===== config.mk =====
export PLATFORM = sky130hd
export DESIGN_NAME = sep_top
export DESIGN_NICKNAME = d
export VERILOG_FILES = /design/src/hw/sep_pkg.sv /design/src/hw/sep_top.sv
export VERILOG_INCLUDE_DIRS = /design/src /design/src/hw
export SDC_FILE = /design/constraint.sdc
export NUM_CORES = 1
export LEC_CHECK = 0
export BUFFER_PORTS_ARGS = -buffer_cell sky130_fd_sc_hd__clkbuf_2
export CORE_MARGIN = 2
export CORE_UTILIZATION = 30
export DETAILED_ROUTE_END_ITERATION = 12
export PLACE_DENSITY = 0.46
export SLEW_MARGIN = 20
export SYNTH_ARGS = -nofsm -noshare
export SYNTH_HDL_FRONTEND = slang
export SYNTH_SLANG_ARGS = --single-unit

===== constraint.sdc =====
create_clock -name i_clk_sys -period 4.1 [get_ports i_clk_sys]
set_clock_uncertainty 0.05 [all_clocks]
set_input_delay 0.205 -clock i_clk_sys [delete_from_list [all_inputs] [get_ports i_clk_sys]]
set_output_delay 0.205 -clock i_clk_sys [all_outputs]
set_load 0.01 [all_outputs]

===== src/hw/sep_consts.svh =====
`ifndef SEP_CONSTS_SVH
`define SEP_CONSTS_SVH
// Operation
// [RULE1] Timeout flag sets on a failed operation; resets to zero, cleared by writing one.
// [RULE2] A write not acknowledged within 30 ms is abandoned, flagged, controller idles.
// [RULE3] Loaded flag sets only after a valid EEPROM loaded normally.
// [RULE4] Loaded flag clears on every reset and when a reload starts; resets to zero.
// [RULE5] Writing one clears the loaded flag; writing zero leaves it alone.
// [RULE6] Sixteen-bit byte address selects the EEPROM location; resets to zero.
// [RULE7] Data register holds read or to-be-written byte in bits 7:0; upper bits zero.
// [RULE8] Read command fetches the addressed byte into the data register.
// [RULE9] Unsupported command clears busy and sets the timeout flag.
// [RULE10] Read-only overflow flag sets when the loader would read past the EEPROM end.
// [RULE11] Each access is an I2C master transaction; missing acknowledge ends in timeout.

// ==========================================================
// Register map (byte addresses)
`define SEP_OFF_CMD    12'h1b4
`define SEP_OFF_DATA   12'h1b8
`define SEP_OFF_IST    12'h1bc
`define SEP_OFF_IMSK   12'h1c0

// ==========================================================
// Command register fields
`define SEP_B_BUSY     31
`define SEP_CMD_HI     30
`define SEP_CMD_LO     28
`define SEP_B_OVF      18
`define SEP_B_TO       17
`define SEP_B_LD       16
`define SEP_CMD_READ   3'h0
`define SEP_CMD_WRITE  3'h3
`define SEP_CMD_RELOAD 3'h7
`define SEP_ADDR_RST   16'h0000
`define SEP_DATA_RST   8'h00

// ==========================================================
// Interrupt status bits
`define SEP_IRQ_DONE   0
`define SEP_IRQ_TO     1
`define SEP_IRQ_LD     2
`define SEP_IRQ_RST    3'h0

// ==========================================================
// I2C protocol constants and sequence steps
`define SEP_DEV_WR     8'ha0
`define SEP_DEV_RD     8'ha1
`define SEP_SIG        8'ha5
`define SEP_HDR_LEN    32'h3
`define SEP_STEP_POLL  4'h6
`define SEP_STEP_PADR  4'h7

// ==========================================================
// Timing
`define SEP_CLK_KHZ    100000
`define SEP_SCL_KHZ    100
`define SEP_WR_TO_MS   30
`define SEP_EE_BYTES   65536
`endif


===== src/hw/sep_pkg.sv =====
package sep_pkg;
  typedef enum logic [2:0] {SEP_A_START, SEP_A_TX, SEP_A_RXACK, SEP_A_RXNACK, SEP_A_STOP, SEP_A_END} sep_act_t;
  typedef enum logic [1:0] {SEP_IDLE, SEP_ISSUE, SEP_EXEC} sep_state_t;
endpackage


===== src/hw/sep_top.sv =====
`timescale 1ns/1ns
`include "sep_consts.svh"
module sep_top
  import sep_pkg::*;
#(
  parameter int QCYC      = `SEP_CLK_KHZ / (4 * `SEP_SCL_KHZ),
  parameter int WR_TO_CYC = `SEP_WR_TO_MS * `SEP_CLK_KHZ,
  parameter int EE_BYTES  = `SEP_EE_BYTES
) (
  // System
  input  wire logic        i_clk_sys,
  input  wire logic        i_rst_n,
  // Wishbone slave
  input  wire logic        i_wb_cyc,
  input  wire logic        i_wb_stb,
  input  wire logic        i_wb_we,
  input  wire logic [11:0] i_wb_adr,
  input  wire logic [3:0]  i_wb_sel,
  input  wire logic [31:0] i_wb_dat,
  output logic      [31:0] o_wb_dat,
  output logic             o_wb_ack,
  // I2C pins, enable high pulls the line low
  input  wire logic        i_sda,
  output logic             o_sda_oe,
  output logic             o_scl_oe,
  // Interrupt
  output logic             o_irq
);

  // ==========================================================
  // Sequence tables
  function automatic sep_act_t act_of(input logic [2:0] c, input logic [3:0] s);
    sep_act_t a;
    a = SEP_A_END;
    case (c)
      `SEP_CMD_READ: begin
        if (s == 4'h0 || s == 4'h4) a = SEP_A_START;
        else if (s <= 4'h5) a = SEP_A_TX;
        else if (s == 4'h6) a = SEP_A_RXNACK;
        else if (s == 4'h7) a = SEP_A_STOP;
      end
      `SEP_CMD_WRITE: begin
        if (s == 4'h0 || s == 4'h6) a = SEP_A_START;
        else if (s <= 4'h4 || s == 4'h7) a = SEP_A_TX;
        else if (s == 4'h5 || s == 4'h8) a = SEP_A_STOP;
      end
      default: begin
        if (s == 4'h0 || s == 4'h4) a = SEP_A_START;
        else if (s <= 4'h5) a = SEP_A_TX;
        else if (s <= 4'h7) a = SEP_A_RXACK;
        else if (s == 4'h8) a = SEP_A_RXNACK;
        else if (s == 4'h9) a = SEP_A_STOP;
      end
    endcase
    return a;
  endfunction

  function automatic logic s_byte_dev_wr(input logic [2:0] c, input logic [3:0] s);
    return (s == 4'h1) || (c == `SEP_CMD_WRITE && s == `SEP_STEP_PADR);
  endfunction

  // ==========================================================
  // State
  sep_state_t  state, next_state;
  sep_act_t    act, next_act;
  logic        sda_meta, sda_sync;
  logic [15:0] div, next_div;
  logic [1:0]  qcnt, next_qcnt;
  logic [3:0]  bcnt, next_bcnt;
  logic [8:0]  shift, next_shift;
  logic [3:0]  step, next_step;
  logic [2:0]  cmd, next_cmd;
  logic        busy, next_busy;
  logic        abort, next_abort;
  logic        retry, next_retry;
  logic        boot, next_boot;
  logic [31:0] wr_cnt, next_wr_cnt;
  logic [15:0] addr, next_addr;
  logic [7:0]  data, next_data;
  logic        cmd_to, next_cmd_to;
  logic        cfg_ld, next_cfg_ld;
  logic        ovf, next_ovf;
  logic [7:0]  ld_sig, next_ld_sig;
  logic [15:0] ld_len, next_ld_len;
  logic [2:0]  ist, next_ist;
  logic [2:0]  imsk, next_imsk;
  logic [31:0] next_wb_dat;
  logic        next_wb_ack, next_sda_oe, next_scl_oe, next_irq;
  logic        tick, fin, fail_evt, wr, req;
  logic [8:0]  sh;
  logic [7:0]  txb;
  sep_act_t    a;

  // ==========================================================
  // Pin synchroniser
  always_ff @(posedge i_clk_sys or negedge i_rst_n) begin
    if (!i_rst_n) begin
      sda_meta <= 1'b1;
      sda_sync <= 1'b1;
    end else begin
      sda_meta <= i_sda;
      sda_sync <= sda_meta;
    end
  end

  // ==========================================================
  // Next-state logic
  always_comb begin
    next_state = state;   next_act = act;       next_div = div;
    next_qcnt = qcnt;     next_bcnt = bcnt;     next_shift = shift;
    next_step = step;     next_cmd = cmd;       next_busy = busy;
    next_abort = abort;   next_retry = retry;   next_boot = boot;
    next_addr = addr;     next_data = data;     next_cmd_to = cmd_to;
    next_cfg_ld = cfg_ld; next_ovf = ovf;       next_ld_sig = ld_sig;
    next_ld_len = ld_len; next_ist = ist;       next_imsk = imsk;
    next_sda_oe = o_sda_oe;
    next_scl_oe = o_scl_oe;
    fin = 1'b0;
    fail_evt = 1'b0;
    sh = shift;
    a = act_of(cmd, step);
    txb = data;
    tick = (div == 16'h0);
    next_div = tick ? 16'(QCYC - 1) : div - 16'h1;
    // Write-poll window counts only while polling for the ack
    next_wr_cnt = (busy && cmd == `SEP_CMD_WRITE && step >= `SEP_STEP_POLL) ? wr_cnt + 32'h1 : 32'h0;

    // Bus slave: answer one cycle after the request, effect on the acking edge
    req = i_wb_cyc & i_wb_stb;
    wr = req & i_wb_we & o_wb_ack;
    next_wb_ack = req & ~o_wb_ack;
    next_wb_dat = 32'h0;
    if (req && !o_wb_ack) begin
      case (i_wb_adr)
        `SEP_OFF_CMD: begin
          next_wb_dat[`SEP_B_BUSY] = busy;
          next_wb_dat[`SEP_CMD_HI:`SEP_CMD_LO] = cmd;
          next_wb_dat[`SEP_B_OVF] = ovf;
          next_wb_dat[`SEP_B_TO] = cmd_to;
          next_wb_dat[`SEP_B_LD] = cfg_ld;
          next_wb_dat[15:0] = addr;
        end
        `SEP_OFF_DATA: next_wb_dat[7:0] = data; // RULE7
        `SEP_OFF_IST:  next_wb_dat[2:0] = ist;
        `SEP_OFF_IMSK: next_wb_dat[2:0] = imsk;
        default:       next_wb_dat = 32'h0;
      endcase
    end

    if (s_byte_dev_wr(cmd, step)) txb = `SEP_DEV_WR;
    else if (step == 4'h5) txb = `SEP_DEV_RD;
    else if (step == 4'h2) txb = (cmd == `SEP_CMD_RELOAD) ? 8'h00 : addr[15:8]; // RULE6
    else if (step == 4'h3) txb = (cmd == `SEP_CMD_RELOAD) ? 8'h00 : addr[7:0];

    case (state)
      SEP_IDLE: begin
        if (boot) begin
          next_boot = 1'b0;
          next_cmd = `SEP_CMD_RELOAD;
          next_busy = 1'b1;
          next_step = 4'h0;
          next_abort = 1'b0;
          next_retry = 1'b0;
          next_cfg_ld = 1'b0; // RULE4
          next_ovf = 1'b0;
          next_state = SEP_ISSUE;
        end
      end
      SEP_ISSUE: begin
        if (cmd == `SEP_CMD_WRITE && step == `SEP_STEP_POLL && wr_cnt >= WR_TO_CYC) begin
          fin = 1'b1; // RULE2
          fail_evt = 1'b1;
        end else if (!abort && a == SEP_A_END) begin
          fin = 1'b1;
        end else begin
          next_act = abort ? SEP_A_STOP : a;
          next_qcnt = 2'h0;
          next_bcnt = 4'h0;
          next_div = 16'(QCYC - 1);
          next_shift = (a == SEP_A_TX) ? {txb, 1'b1} : {8'hff, a == SEP_A_RXNACK};
          next_state = SEP_EXEC;
        end
      end
      SEP_EXEC: begin
        if (tick) begin
          next_qcnt = qcnt + 2'h1;
          if (act == SEP_A_START) begin
            if (qcnt == 2'h0) begin
              next_scl_oe = 1'b0;
              next_sda_oe = 1'b0;
            end else if (qcnt == 2'h1) begin
              next_sda_oe = 1'b1;
            end else begin
              next_scl_oe = 1'b1;
              next_step = step + 4'h1;
              next_state = SEP_ISSUE;
            end
          end else if (act == SEP_A_STOP) begin
            if (qcnt == 2'h0) begin
              next_scl_oe = 1'b1;
              next_sda_oe = 1'b1;
            end else if (qcnt == 2'h1) begin
              next_scl_oe = 1'b0;
            end else begin
              next_sda_oe = 1'b0;
              next_state = SEP_ISSUE;
              if (abort) begin
                fin = 1'b1; // RULE11
                fail_evt = 1'b1;
              end else if (retry) begin
                next_retry = 1'b0;
                next_step = `SEP_STEP_POLL;
              end else begin
                next_step = step + 4'h1;
              end
            end
          end else begin
            case (qcnt)
              2'h0: begin
                next_scl_oe = 1'b1;
                next_sda_oe = ~shift[8];
              end
              2'h1: next_scl_oe = 1'b0;
              2'h2: next_shift = {shift[7:0], sda_sync};
              default: begin
                next_scl_oe = 1'b1;
                next_bcnt = bcnt + 4'h1;
                if (bcnt == 4'h8) begin
                  // SDA held: freeing it as SCL falls could look like a stop
                  next_step = step + 4'h1;
                  next_state = SEP_ISSUE;
                  sh = shift;
                  if (act == SEP_A_TX && sh[0]) begin
                    if (cmd == `SEP_CMD_WRITE && step == `SEP_STEP_PADR) next_retry = 1'b1;
                    else next_abort = 1'b1; // RULE11
                  end
                  if (act != SEP_A_TX) begin
                    if (cmd == `SEP_CMD_READ) next_data = sh[8:1]; // RULE8
                    else if (step == 4'h6) next_ld_sig = sh[8:1];
                    else if (step == 4'h7) next_ld_len[15:8] = sh[8:1];
                    else next_ld_len[7:0] = sh[8:1];
                  end
                end
              end
            endcase
          end
        end
      end
      default: next_state = SEP_IDLE;
    endcase

    // Software writes; flag clears come before hardware sets so a set wins
    if (wr) begin
      case (i_wb_adr)
        `SEP_OFF_CMD: begin
          if (i_wb_sel[2] && i_wb_dat[`SEP_B_TO]) next_cmd_to = 1'b0; // RULE1
          if (i_wb_sel[2] && i_wb_dat[`SEP_B_LD]) next_cfg_ld = 1'b0; // RULE5
          if (!busy && !boot) begin
            if (i_wb_sel[0]) next_addr[7:0] = i_wb_dat[7:0]; // RULE6
            if (i_wb_sel[1]) next_addr[15:8] = i_wb_dat[15:8];
            if (i_wb_sel[3] && i_wb_dat[`SEP_B_BUSY]) begin
              next_cmd = i_wb_dat[`SEP_CMD_HI:`SEP_CMD_LO];
              if (next_cmd == `SEP_CMD_READ || next_cmd == `SEP_CMD_WRITE || next_cmd == `SEP_CMD_RELOAD) begin
                next_busy = 1'b1;
                next_step = 4'h0;
                next_abort = 1'b0;
                next_retry = 1'b0;
                next_state = SEP_ISSUE;
                if (next_cmd == `SEP_CMD_RELOAD) begin
                  next_cfg_ld = 1'b0; // RULE4
                  next_ovf = 1'b0;
                end
              end else begin
                fail_evt = 1'b1; // RULE9
              end
            end
          end
        end
        `SEP_OFF_DATA: if (i_wb_sel[0] && !busy) next_data = i_wb_dat[7:0]; // RULE7
        `SEP_OFF_IST:  if (i_wb_sel[0]) next_ist = ist & ~i_wb_dat[2:0];
        `SEP_OFF_IMSK: if (i_wb_sel[0]) next_imsk = i_wb_dat[2:0];
        default: ;
      endcase
    end

    // Completion
    if (fin) begin
      next_busy = 1'b0;
      next_state = SEP_IDLE;
      next_ist[`SEP_IRQ_DONE] = 1'b1;
      if (!fail_evt && cmd == `SEP_CMD_RELOAD && ld_sig == `SEP_SIG) begin
        if ({16'h0, ld_len} + `SEP_HDR_LEN > 32'(EE_BYTES)) begin
          next_ovf = 1'b1; // RULE10
        end else begin
          next_cfg_ld = 1'b1; // RULE3
          next_ist[`SEP_IRQ_LD] = 1'b1;
        end
      end
    end
    if (fail_evt) begin
      next_cmd_to = 1'b1; // RULE1
      next_ist[`SEP_IRQ_TO] = 1'b1;
    end
    next_irq = |(next_ist & next_imsk);
  end

  // ==========================================================
  // Registers
  always_ff @(posedge i_clk_sys or negedge i_rst_n) begin
    if (!i_rst_n) begin
      state <= SEP_IDLE;       act <= SEP_A_END;        div <= 16'h0;
      qcnt <= 2'h0;            bcnt <= 4'h0;            shift <= 9'h1ff;
      step <= 4'h0;            cmd <= `SEP_CMD_READ;    busy <= 1'b0;
      abort <= 1'b0;           retry <= 1'b0;           boot <= 1'b1;
      wr_cnt <= 32'h0;         addr <= `SEP_ADDR_RST;   data <= `SEP_DATA_RST;
      cmd_to <= 1'b0;          cfg_ld <= 1'b0;          ovf <= 1'b0;
      ld_sig <= 8'h00;         ld_len <= 16'h0000;      ist <= `SEP_IRQ_RST;
      imsk <= `SEP_IRQ_RST;    o_wb_dat <= 32'h0;       o_wb_ack <= 1'b0;
      o_sda_oe <= 1'b0;        o_scl_oe <= 1'b0;        o_irq <= 1'b0;
    end else begin
      state <= next_state;     act <= next_act;         div <= next_div;
      qcnt <= next_qcnt;       bcnt <= next_bcnt;       shift <= next_shift;
      step <= next_step;       cmd <= next_cmd;         busy <= next_busy;
      abort <= next_abort;     retry <= next_retry;     boot <= next_boot;
      wr_cnt <= next_wr_cnt;   addr <= next_addr;       data <= next_data;
      cmd_to <= next_cmd_to;   cfg_ld <= next_cfg_ld;   ovf <= next_ovf;
      ld_sig <= next_ld_sig;   ld_len <= next_ld_len;   ist <= next_ist;
      imsk <= next_imsk;       o_wb_dat <= next_wb_dat; o_wb_ack <= next_wb_ack;
      o_sda_oe <= next_sda_oe; o_scl_oe <= next_scl_oe; o_irq <= next_irq;
    end
  end

  // ==========================================================
  // Assertions
  to_rise_cause_a: assert property (@(posedge i_clk_sys) disable iff (!i_rst_n) // RULE1
    $rose(cmd_to) |-> $past(fail_evt)) else $error("timeout flag rose without a failure");
  to_w1c_a: assert property (@(posedge i_clk_sys) disable iff (!i_rst_n) // RULE1
    (wr && i_wb_adr == `SEP_OFF_CMD && i_wb_sel[2] && i_wb_dat[`SEP_B_TO] && !fail_evt) |=> !cmd_to)
    else $error("timeout flag not cleared by write of one");
  wr_abandon_a: assert property (@(posedge i_clk_sys) disable iff (!i_rst_n) // RULE2
    (state == SEP_ISSUE && cmd == `SEP_CMD_WRITE && step == `SEP_STEP_POLL && wr_cnt >= WR_TO_CYC)
    |=> (state == SEP_IDLE && !busy && cmd_to)) else $error("write poll not abandoned");
  ld_valid_a: assert property (@(posedge i_clk_sys) disable iff (!i_rst_n) // RULE3
    $rose(cfg_ld) |-> ($past(ld_sig) == `SEP_SIG && $past(fin) && !$past(fail_evt)))
    else $error("loaded flag set without a good load");
  ld_reload_clr_a: assert property (@(posedge i_clk_sys) disable iff (!i_rst_n) // RULE4
    ($rose(busy) && cmd == `SEP_CMD_RELOAD) |-> !cfg_ld) else $error("loaded flag kept over reload");
  ld_w1c_a: assert property (@(posedge i_clk_sys) disable iff (!i_rst_n) // RULE5
    (wr && i_wb_adr == `SEP_OFF_CMD && i_wb_sel[2] && !i_wb_dat[`SEP_B_LD] && !fin && !i_wb_dat[`SEP_B_BUSY])
    |=> cfg_ld == $past(cfg_ld)) else $error("loaded flag changed by write of zero");
  addr_store_a: assert property (@(posedge i_clk_sys) disable iff (!i_rst_n) // RULE6
    (wr && i_wb_adr == `SEP_OFF_CMD && i_wb_sel[1:0] == 2'h3 && !busy && !boot)
    |=> addr == $past(i_wb_dat[15:0])) else $error("address field not written");
  data_read_a: assert property (@(posedge i_clk_sys) disable iff (!i_rst_n) // RULE7
    (i_wb_cyc && i_wb_stb && !o_wb_ack && i_wb_adr == `SEP_OFF_DATA)
    |=> (o_wb_ack && o_wb_dat == {24'h0, $past(data)})) else $error("data register read wrong");
  unsup_cmd_a: assert property (@(posedge i_clk_sys) disable iff (!i_rst_n) // RULE9
    (wr && i_wb_adr == `SEP_OFF_CMD && i_wb_sel[3] && i_wb_dat[`SEP_B_BUSY] && !busy && !boot
     && i_wb_dat[`SEP_CMD_HI:`SEP_CMD_LO] == 3'h1) |=> (!busy && cmd_to))
    else $error("unsupported command not flagged");
  ovf_cause_a: assert property (@(posedge i_clk_sys) disable iff (!i_rst_n) // RULE10
    $rose(ovf) |-> ($past(cmd) == `SEP_CMD_RELOAD && !cfg_ld)) else $error("overflow without a reload");
  nack_end_a: assert property (@(posedge i_clk_sys) disable iff (!i_rst_n) // RULE11
    $rose(abort) |-> ##[1:1000] (!busy && cmd_to)) else $error("missing ack did not end in timeout");
endmodule


# Word level (Yosys, flattened, before mapping)
# Index checks and enable logic that the tools add are counted.
[totals]
regBits = 174
in_bits = 54
out_inout_bits = 36
wordCells = 362
[classes]
add_sub_neg = 6
n_lt_le_gt_ge = 6
eq_ne = 41
muxes = 208
n_bitwise = 17
n_reduce_logical = 53
[ops]
columns = ["cell", "count"]
rows = [
  ["$mux W8", 17],
  ["$mux W1", 99],
  ["$mux W4", 24],
  ["$mux W3", 22],
  ["$mux W16", 4],
  ["$mux W32", 2],
  ["$mux W9", 7],
  ["$eq A12 B9 Y1 const B", 4],
  ["$mux W2", 19],
  ["$add A32 B1 Y32 const B", 1],
  ["$ge A32 B22 Y1 const B", 1],
  ["$reduce_and A10 Y1", 2],
  ["$pmux W9 S2", 1],
  ["$add A16 B2 Y17 const B", 1],
  ["$gt A17 B17 Y1 const B", 1],
  ["$eq A4 B3 Y1 const B", 4],
  ["$logic_not A16 Y1", 1],
  ["$pmux W4 S2", 2],
  ["$sub A16 B1 Y16 const B", 1],
  ["$logic_and A1 B1 Y1", 15],
  ["$ne A2 B2 Y1 const B", 7],
  ["$reduce_and A7 Y1", 2],
  ["$eq A3 B3 Y1 const B", 4],
  ["$eq A4 B4 Y1 const B", 3],
  ["37 further kinds", 87],
]

# Longest topological paths before layout
[depth]
ltp_word = 19
depth_mapped = 11

# Least setup slack after synthesis
# OpenSTA, ideal clock, no wires.
[synth_path]
kind = "reg2reg"
startpoint = "reg step[0]"
endpoint = "reg shift[0]"
arrival_ns = 2.925
t_required_ns = 3.968
path_slack_ns = 1.042
path_stages_with_launch = 12
synth_period_minus_slack_ns = 3.058
cell_sequence = "dfrtp_1 clkbuf_1 inv_1 ha_1 or3b_1 o311ai_2 o211ai_1 a311oi_1 o21a_2 a21o_1 buf_6 mux2_2"
[synth_via]
elab_chain_cells = 12
[synth_lines]
columns = ["item", "line_no", "source"]
rows = [
  ["start: declaration", "sep_top.sv:71", "logic [3:0] step, next_step;"],
  ["start signal: assignment", "sep_top.sv:323", "step <= next_step; cmd <= next_cmd; busy <= next_busy;"],
  ["$eq A4 B4 Y1", "sep_top.sv:52", "else if (s == 4'h9) a = SEP_A_STOP;"],
  ["$mux W1", "sep_top.sv:52", ""],
  ["$mux W3", "sep_top.sv:51", "else if (s == 4'h8) a = SEP_A_RXNACK;"],
  ["$mux W3", "sep_top.sv:50", "else if (s <= 4'h7) a = SEP_A_RXACK;"],
  ["$mux W3", "sep_top.sv:49", "else if (s <= 4'h5) a = SEP_A_TX;"],
  ["$mux W3", "sep_top.sv:48", "if (s == 4'h0 || s == 4'h4) a = SEP_A_START;"],
  ["$pmux W3 S2", "sep_top.sv:35", "case (c)"],
  ["$eq A3 B2 Y1 or $eq A3 B1 Y1 (tied branches)", "sep_top.sv:180", "next_shift = (a == SEP_A_TX) ? {txb, 1'b1} : {8'hff, a == SEP_A_RXNACK};"],
  ["$mux W9", "sep_top.sv:180", ""],
  ["$mux W9", "sep_top.sv:173", "end else if (!abort && a == SEP_A_END) begin"],
  ["$mux W9", "sep_top.sv:170", "if (cmd == `SEP_CMD_WRITE && step == `SEP_STEP_POLL && wr_cnt >= WR_TO_CYC) begin"],
  ["$pmux W9 S2", "sep_top.sv:155", "case (state)"],
  ["end signal: assignment", "sep_top.sv:322", "qcnt <= next_qcnt; bcnt <= next_bcnt; shift <= next_shift;"],
  ["end: declaration", "sep_top.sv:70", "logic [8:0] shift, next_shift;"],
]
# Parallel ways exist; a longest one is shown, timed or not. The select of a mux whose other input is x is not followed.
# A chain may end at the register's enable or synchronous reset.

# Worst setup path in the final report
[layout_path]
startpoint = "reg step[1]"
endpoint = "reg shift[0]"
# The elaborated chain is that of the path after synthesis.

==> impl_results.md <==
- Status: finished clean
- Fin crit share: 86.1%
- Startpoint Class: register
- Crit Path Max Fanout: 9
- Distinct cells, synth: 76
- Total Routing Usage GR: 15.4%
- # diodes: 0
- Clk pwr share: 41.5%
- Share of layout cells above drive strength 1: 18.5%
- Critical Path Sink Type: register
- Die H: 171 um
- Via-to-Cell Ratio: 4.91
- Fill cells: 2,823
- IR drop worst, VDD: 259 uV
- Ys flop type: dfrtp_1
- First-pass GRT wire length: 35.5 mm
- Cell Rows: 61
- Antenna-violating nets left: 0
- Total CTS buffers: 17
- Final Hold Fails: 0
- Unrepaired setup endpoints after global routing: no
- H-tree depth: 4
- Final setup fails: 0
- Final #Nets: 1,012
- Clock Sinks: 164
- Most common cell after layout, fill and taps aside: dfrtp_1
- Initial antenna violation count: 0
- Hold Path Origin: i_wb_dat[1]
- CTS resizes: 0
- Synthesized cell area: 0.00842 sq mm
- FF+latch count, synth: 164
- Area Overhead vs Synth: 18.2%
- Switching share of power: 30.9%
- Asr flop ratio synth: 100%
- Max frequency: 0.283 GHz
- 1st-pass router iterations: 5
- Max_slew headroom: 38.5%
- Crit path arrival time: 3.84 ns
- Internal: 2.70 mW
- Core box area: 0.0277 sq mm
- Register area share after synthesis: 49.0%
- Residual DRC: 0
- CTS max path bufs: 2
- Synth Instances: 853
- Max Cap Violations: 0
- Hold WC Path Type: in2reg
- Period minus WS final: 3.53 ns
- Post-placement cell area: 0.00915 sq mm
- Synth area leaders: dfrtp_1 (45%), nor2_1 (5.1%), mux2_2 (4.5%)
- Avg Synthesized Cell Area: 9.87 sq um
- Slew Viols, Final: 0
- Sequential power share: 43.2%
- Worst-path clk slew: 0.08 ns
- Cell area after layout: 0.00995 sq mm
- Multi-input gate area: 0.00398 sq mm
- GRT overflow: 0
- Via count of the routed design: 6,533
- Port bufs: 70
- CP startpoint: step[1]
- Area of the die: 0.0294 sq mm
- Leakage: 4.40 nW
- Starting DRT DRC Count: 438
- Detailed Route WL: 21.6 mm
- Pin count of the biggest net entering global routing: 99
- Die X: 171 um
- NetSw: 1.21 mW
- Reg2Reg Launch Point: step[1]
- Area leader, netlist: dfrtp_1
- Dpl hpwl: 15.5 mm
- Register Area: 0.00412 sq mm
- Clk root buf: clkbuf_16
- Setup TNS: 0 ns
- Commonest cells after routing, fill and taps aside: dfrtp_1 (150), nor2_1 (114), nand2_1 (70), clkbuf_2 (69), o21ai_0 (44)
- Initial core utilization: 30.4%
- Later-pin clock latency in the skew report: 0.43 ns
- CTS tree: built
- Vias in the first global route: 6,460
- P per Cell Area: 392 mW/mm^2
- Placer congestion estimate: 0.819
- Wire per inst: 16.2 um
- Actual slew at the worst max-slew pin: 0.923 ns
- Post-synth top area share: 44.6%
- CP Data Required Time: 4.41 ns
- Yosys warns: 0
- WS Path Type: reg2reg
- Post-synth EDFFs: 0
- Num ports: 90
- Combinational share of power: 15.3%
-- cell families (layout without fill, tap and decap cells) --
family	after synthesis	count (layout)	share of synthesized area, %
AO/OA/AOI/OAI	150	150	11.8
buffers and inverters	76	167	4.06
XOR/XNOR	45	45	4.68
other	1	9	0.0446
AND/OR/NAND/NOR	348	348	21.1
flip-flops	164	164	49.0
adder cells (fa/ha/maj)	19	19	2.82
multiplexers	50	50	6.50
-- Yosys cell counts, drive strengths merged (14+ instances only) --
library cell / instances
clkbuf: 25
mux2: 34
xnor2: 18
nor2: 114
dfrtp: 150
inv: 34
buf: 17
nor3: 15
a21oi: 26
nor4: 17
nand2: 70
nand3: 29
mux2i: 16
xor2: 27
ha: 19
o21ai: 48
nand4: 17
and3: 26
dfstp: 14
-- metal layers --
metal | track usage (%) | part of all wire (%) | up-vias
met5 | 0 | 0 | -
met4 | 3.43 | 0.87 | 0
met3 | 2.58 | 3.4 | 13
met2 | 23.8 | 45 | 125
met1 | 22.5 | 51 | 3200
li1 | - | - | 3195
-- registers in the layout (all words and copies together), names as in the netlist, 2 cells and up --
name      cells
ld_sig        8
qcnt          2
addr         16
imsk          3
cmd           3
o_wb_dat     23
state         2
data          8
bcnt          4
step          4
shift         9
ld_len       15
act           3
ist           3
wr_cnt       32
div          16
-- final timing paths --
kind,end,slack (ns),cells past startpoint
setup reg to reg,shift[0],0.57,9
hold reg to reg,sda_sync,0.31,0
min in group asynchronous,wr_cnt[4],0.41,2
max in group asynchronous,shift[7],2.53,3
setup / recovery,shift[0],0.57,9
hold / removal,addr[1],0.02,2
-- power by group through the flow --
stage          registers (mW)  clock network [mW]  logic [mW]
3_3_place_gp             1.72                   0       0.582
5_1_grt                  1.69                1.75       0.670
2_1_floorplan            1.69                   0       0.404
6_report                 1.69                1.62       0.597
3_5_place_dp             1.72                   0       0.582
4_1_cts                  1.69                1.67       0.598
-- per-stage QoR --
stage / setup slack, ns / hold WS, ns / total power [mW] / std cells / utilization [%]
2_1_floorplan: 1.04 / -0.141 / 2.09 / 861 / -
3_3_place_gp: 0.666 / 0.269 / 2.30 / 1279 / 33.0
3_5_place_dp: 0.583 / 0.264 / 2.30 / 1279 / 33.0
4_1_cts: 0.580 / 0.00321 / 3.95 / 1330 / 35.9
5_1_grt: 0.244 / 0.0196 / 4.11 / 1330 / 35.9
6_report: 0.571 / 0.0190 / 3.90 / 1330 / 35.9
-- final cells by class --
cell class	count	share of cell area, %
Sequential cell	164	41.4
Multi-Input combinational cell	621	40.0
Timing Repair Buffer	101	6.40
Inverter	34	1.28
Tap cell	378	4.75
Clock inverter	15	1.85
Clock buffer	17	4.28
-- timing repair --
| item | CTS | global route |
|---|---|---|
| buffers inserted | 0 | 0 |
| hold endpoints to repair | 113 | 0 |
| endpoints found under the setup margin | 0 | 0 |
| hold buffers | 19 | 0 |
-- worst max-delay path: stages, from the launching register on --
cell	delay, ns
dfrtp_1	0.47
inv_1	0.13
ha_1	0.26
or3b_1	0.44
o311ai_2	0.24
o211ai_1	0.29
a311oi_1	0.50
o21a_2	0.28
a21o_1	0.41
mux2_2	0.39
No activity file was read; power rests on OpenSTA's default activity.
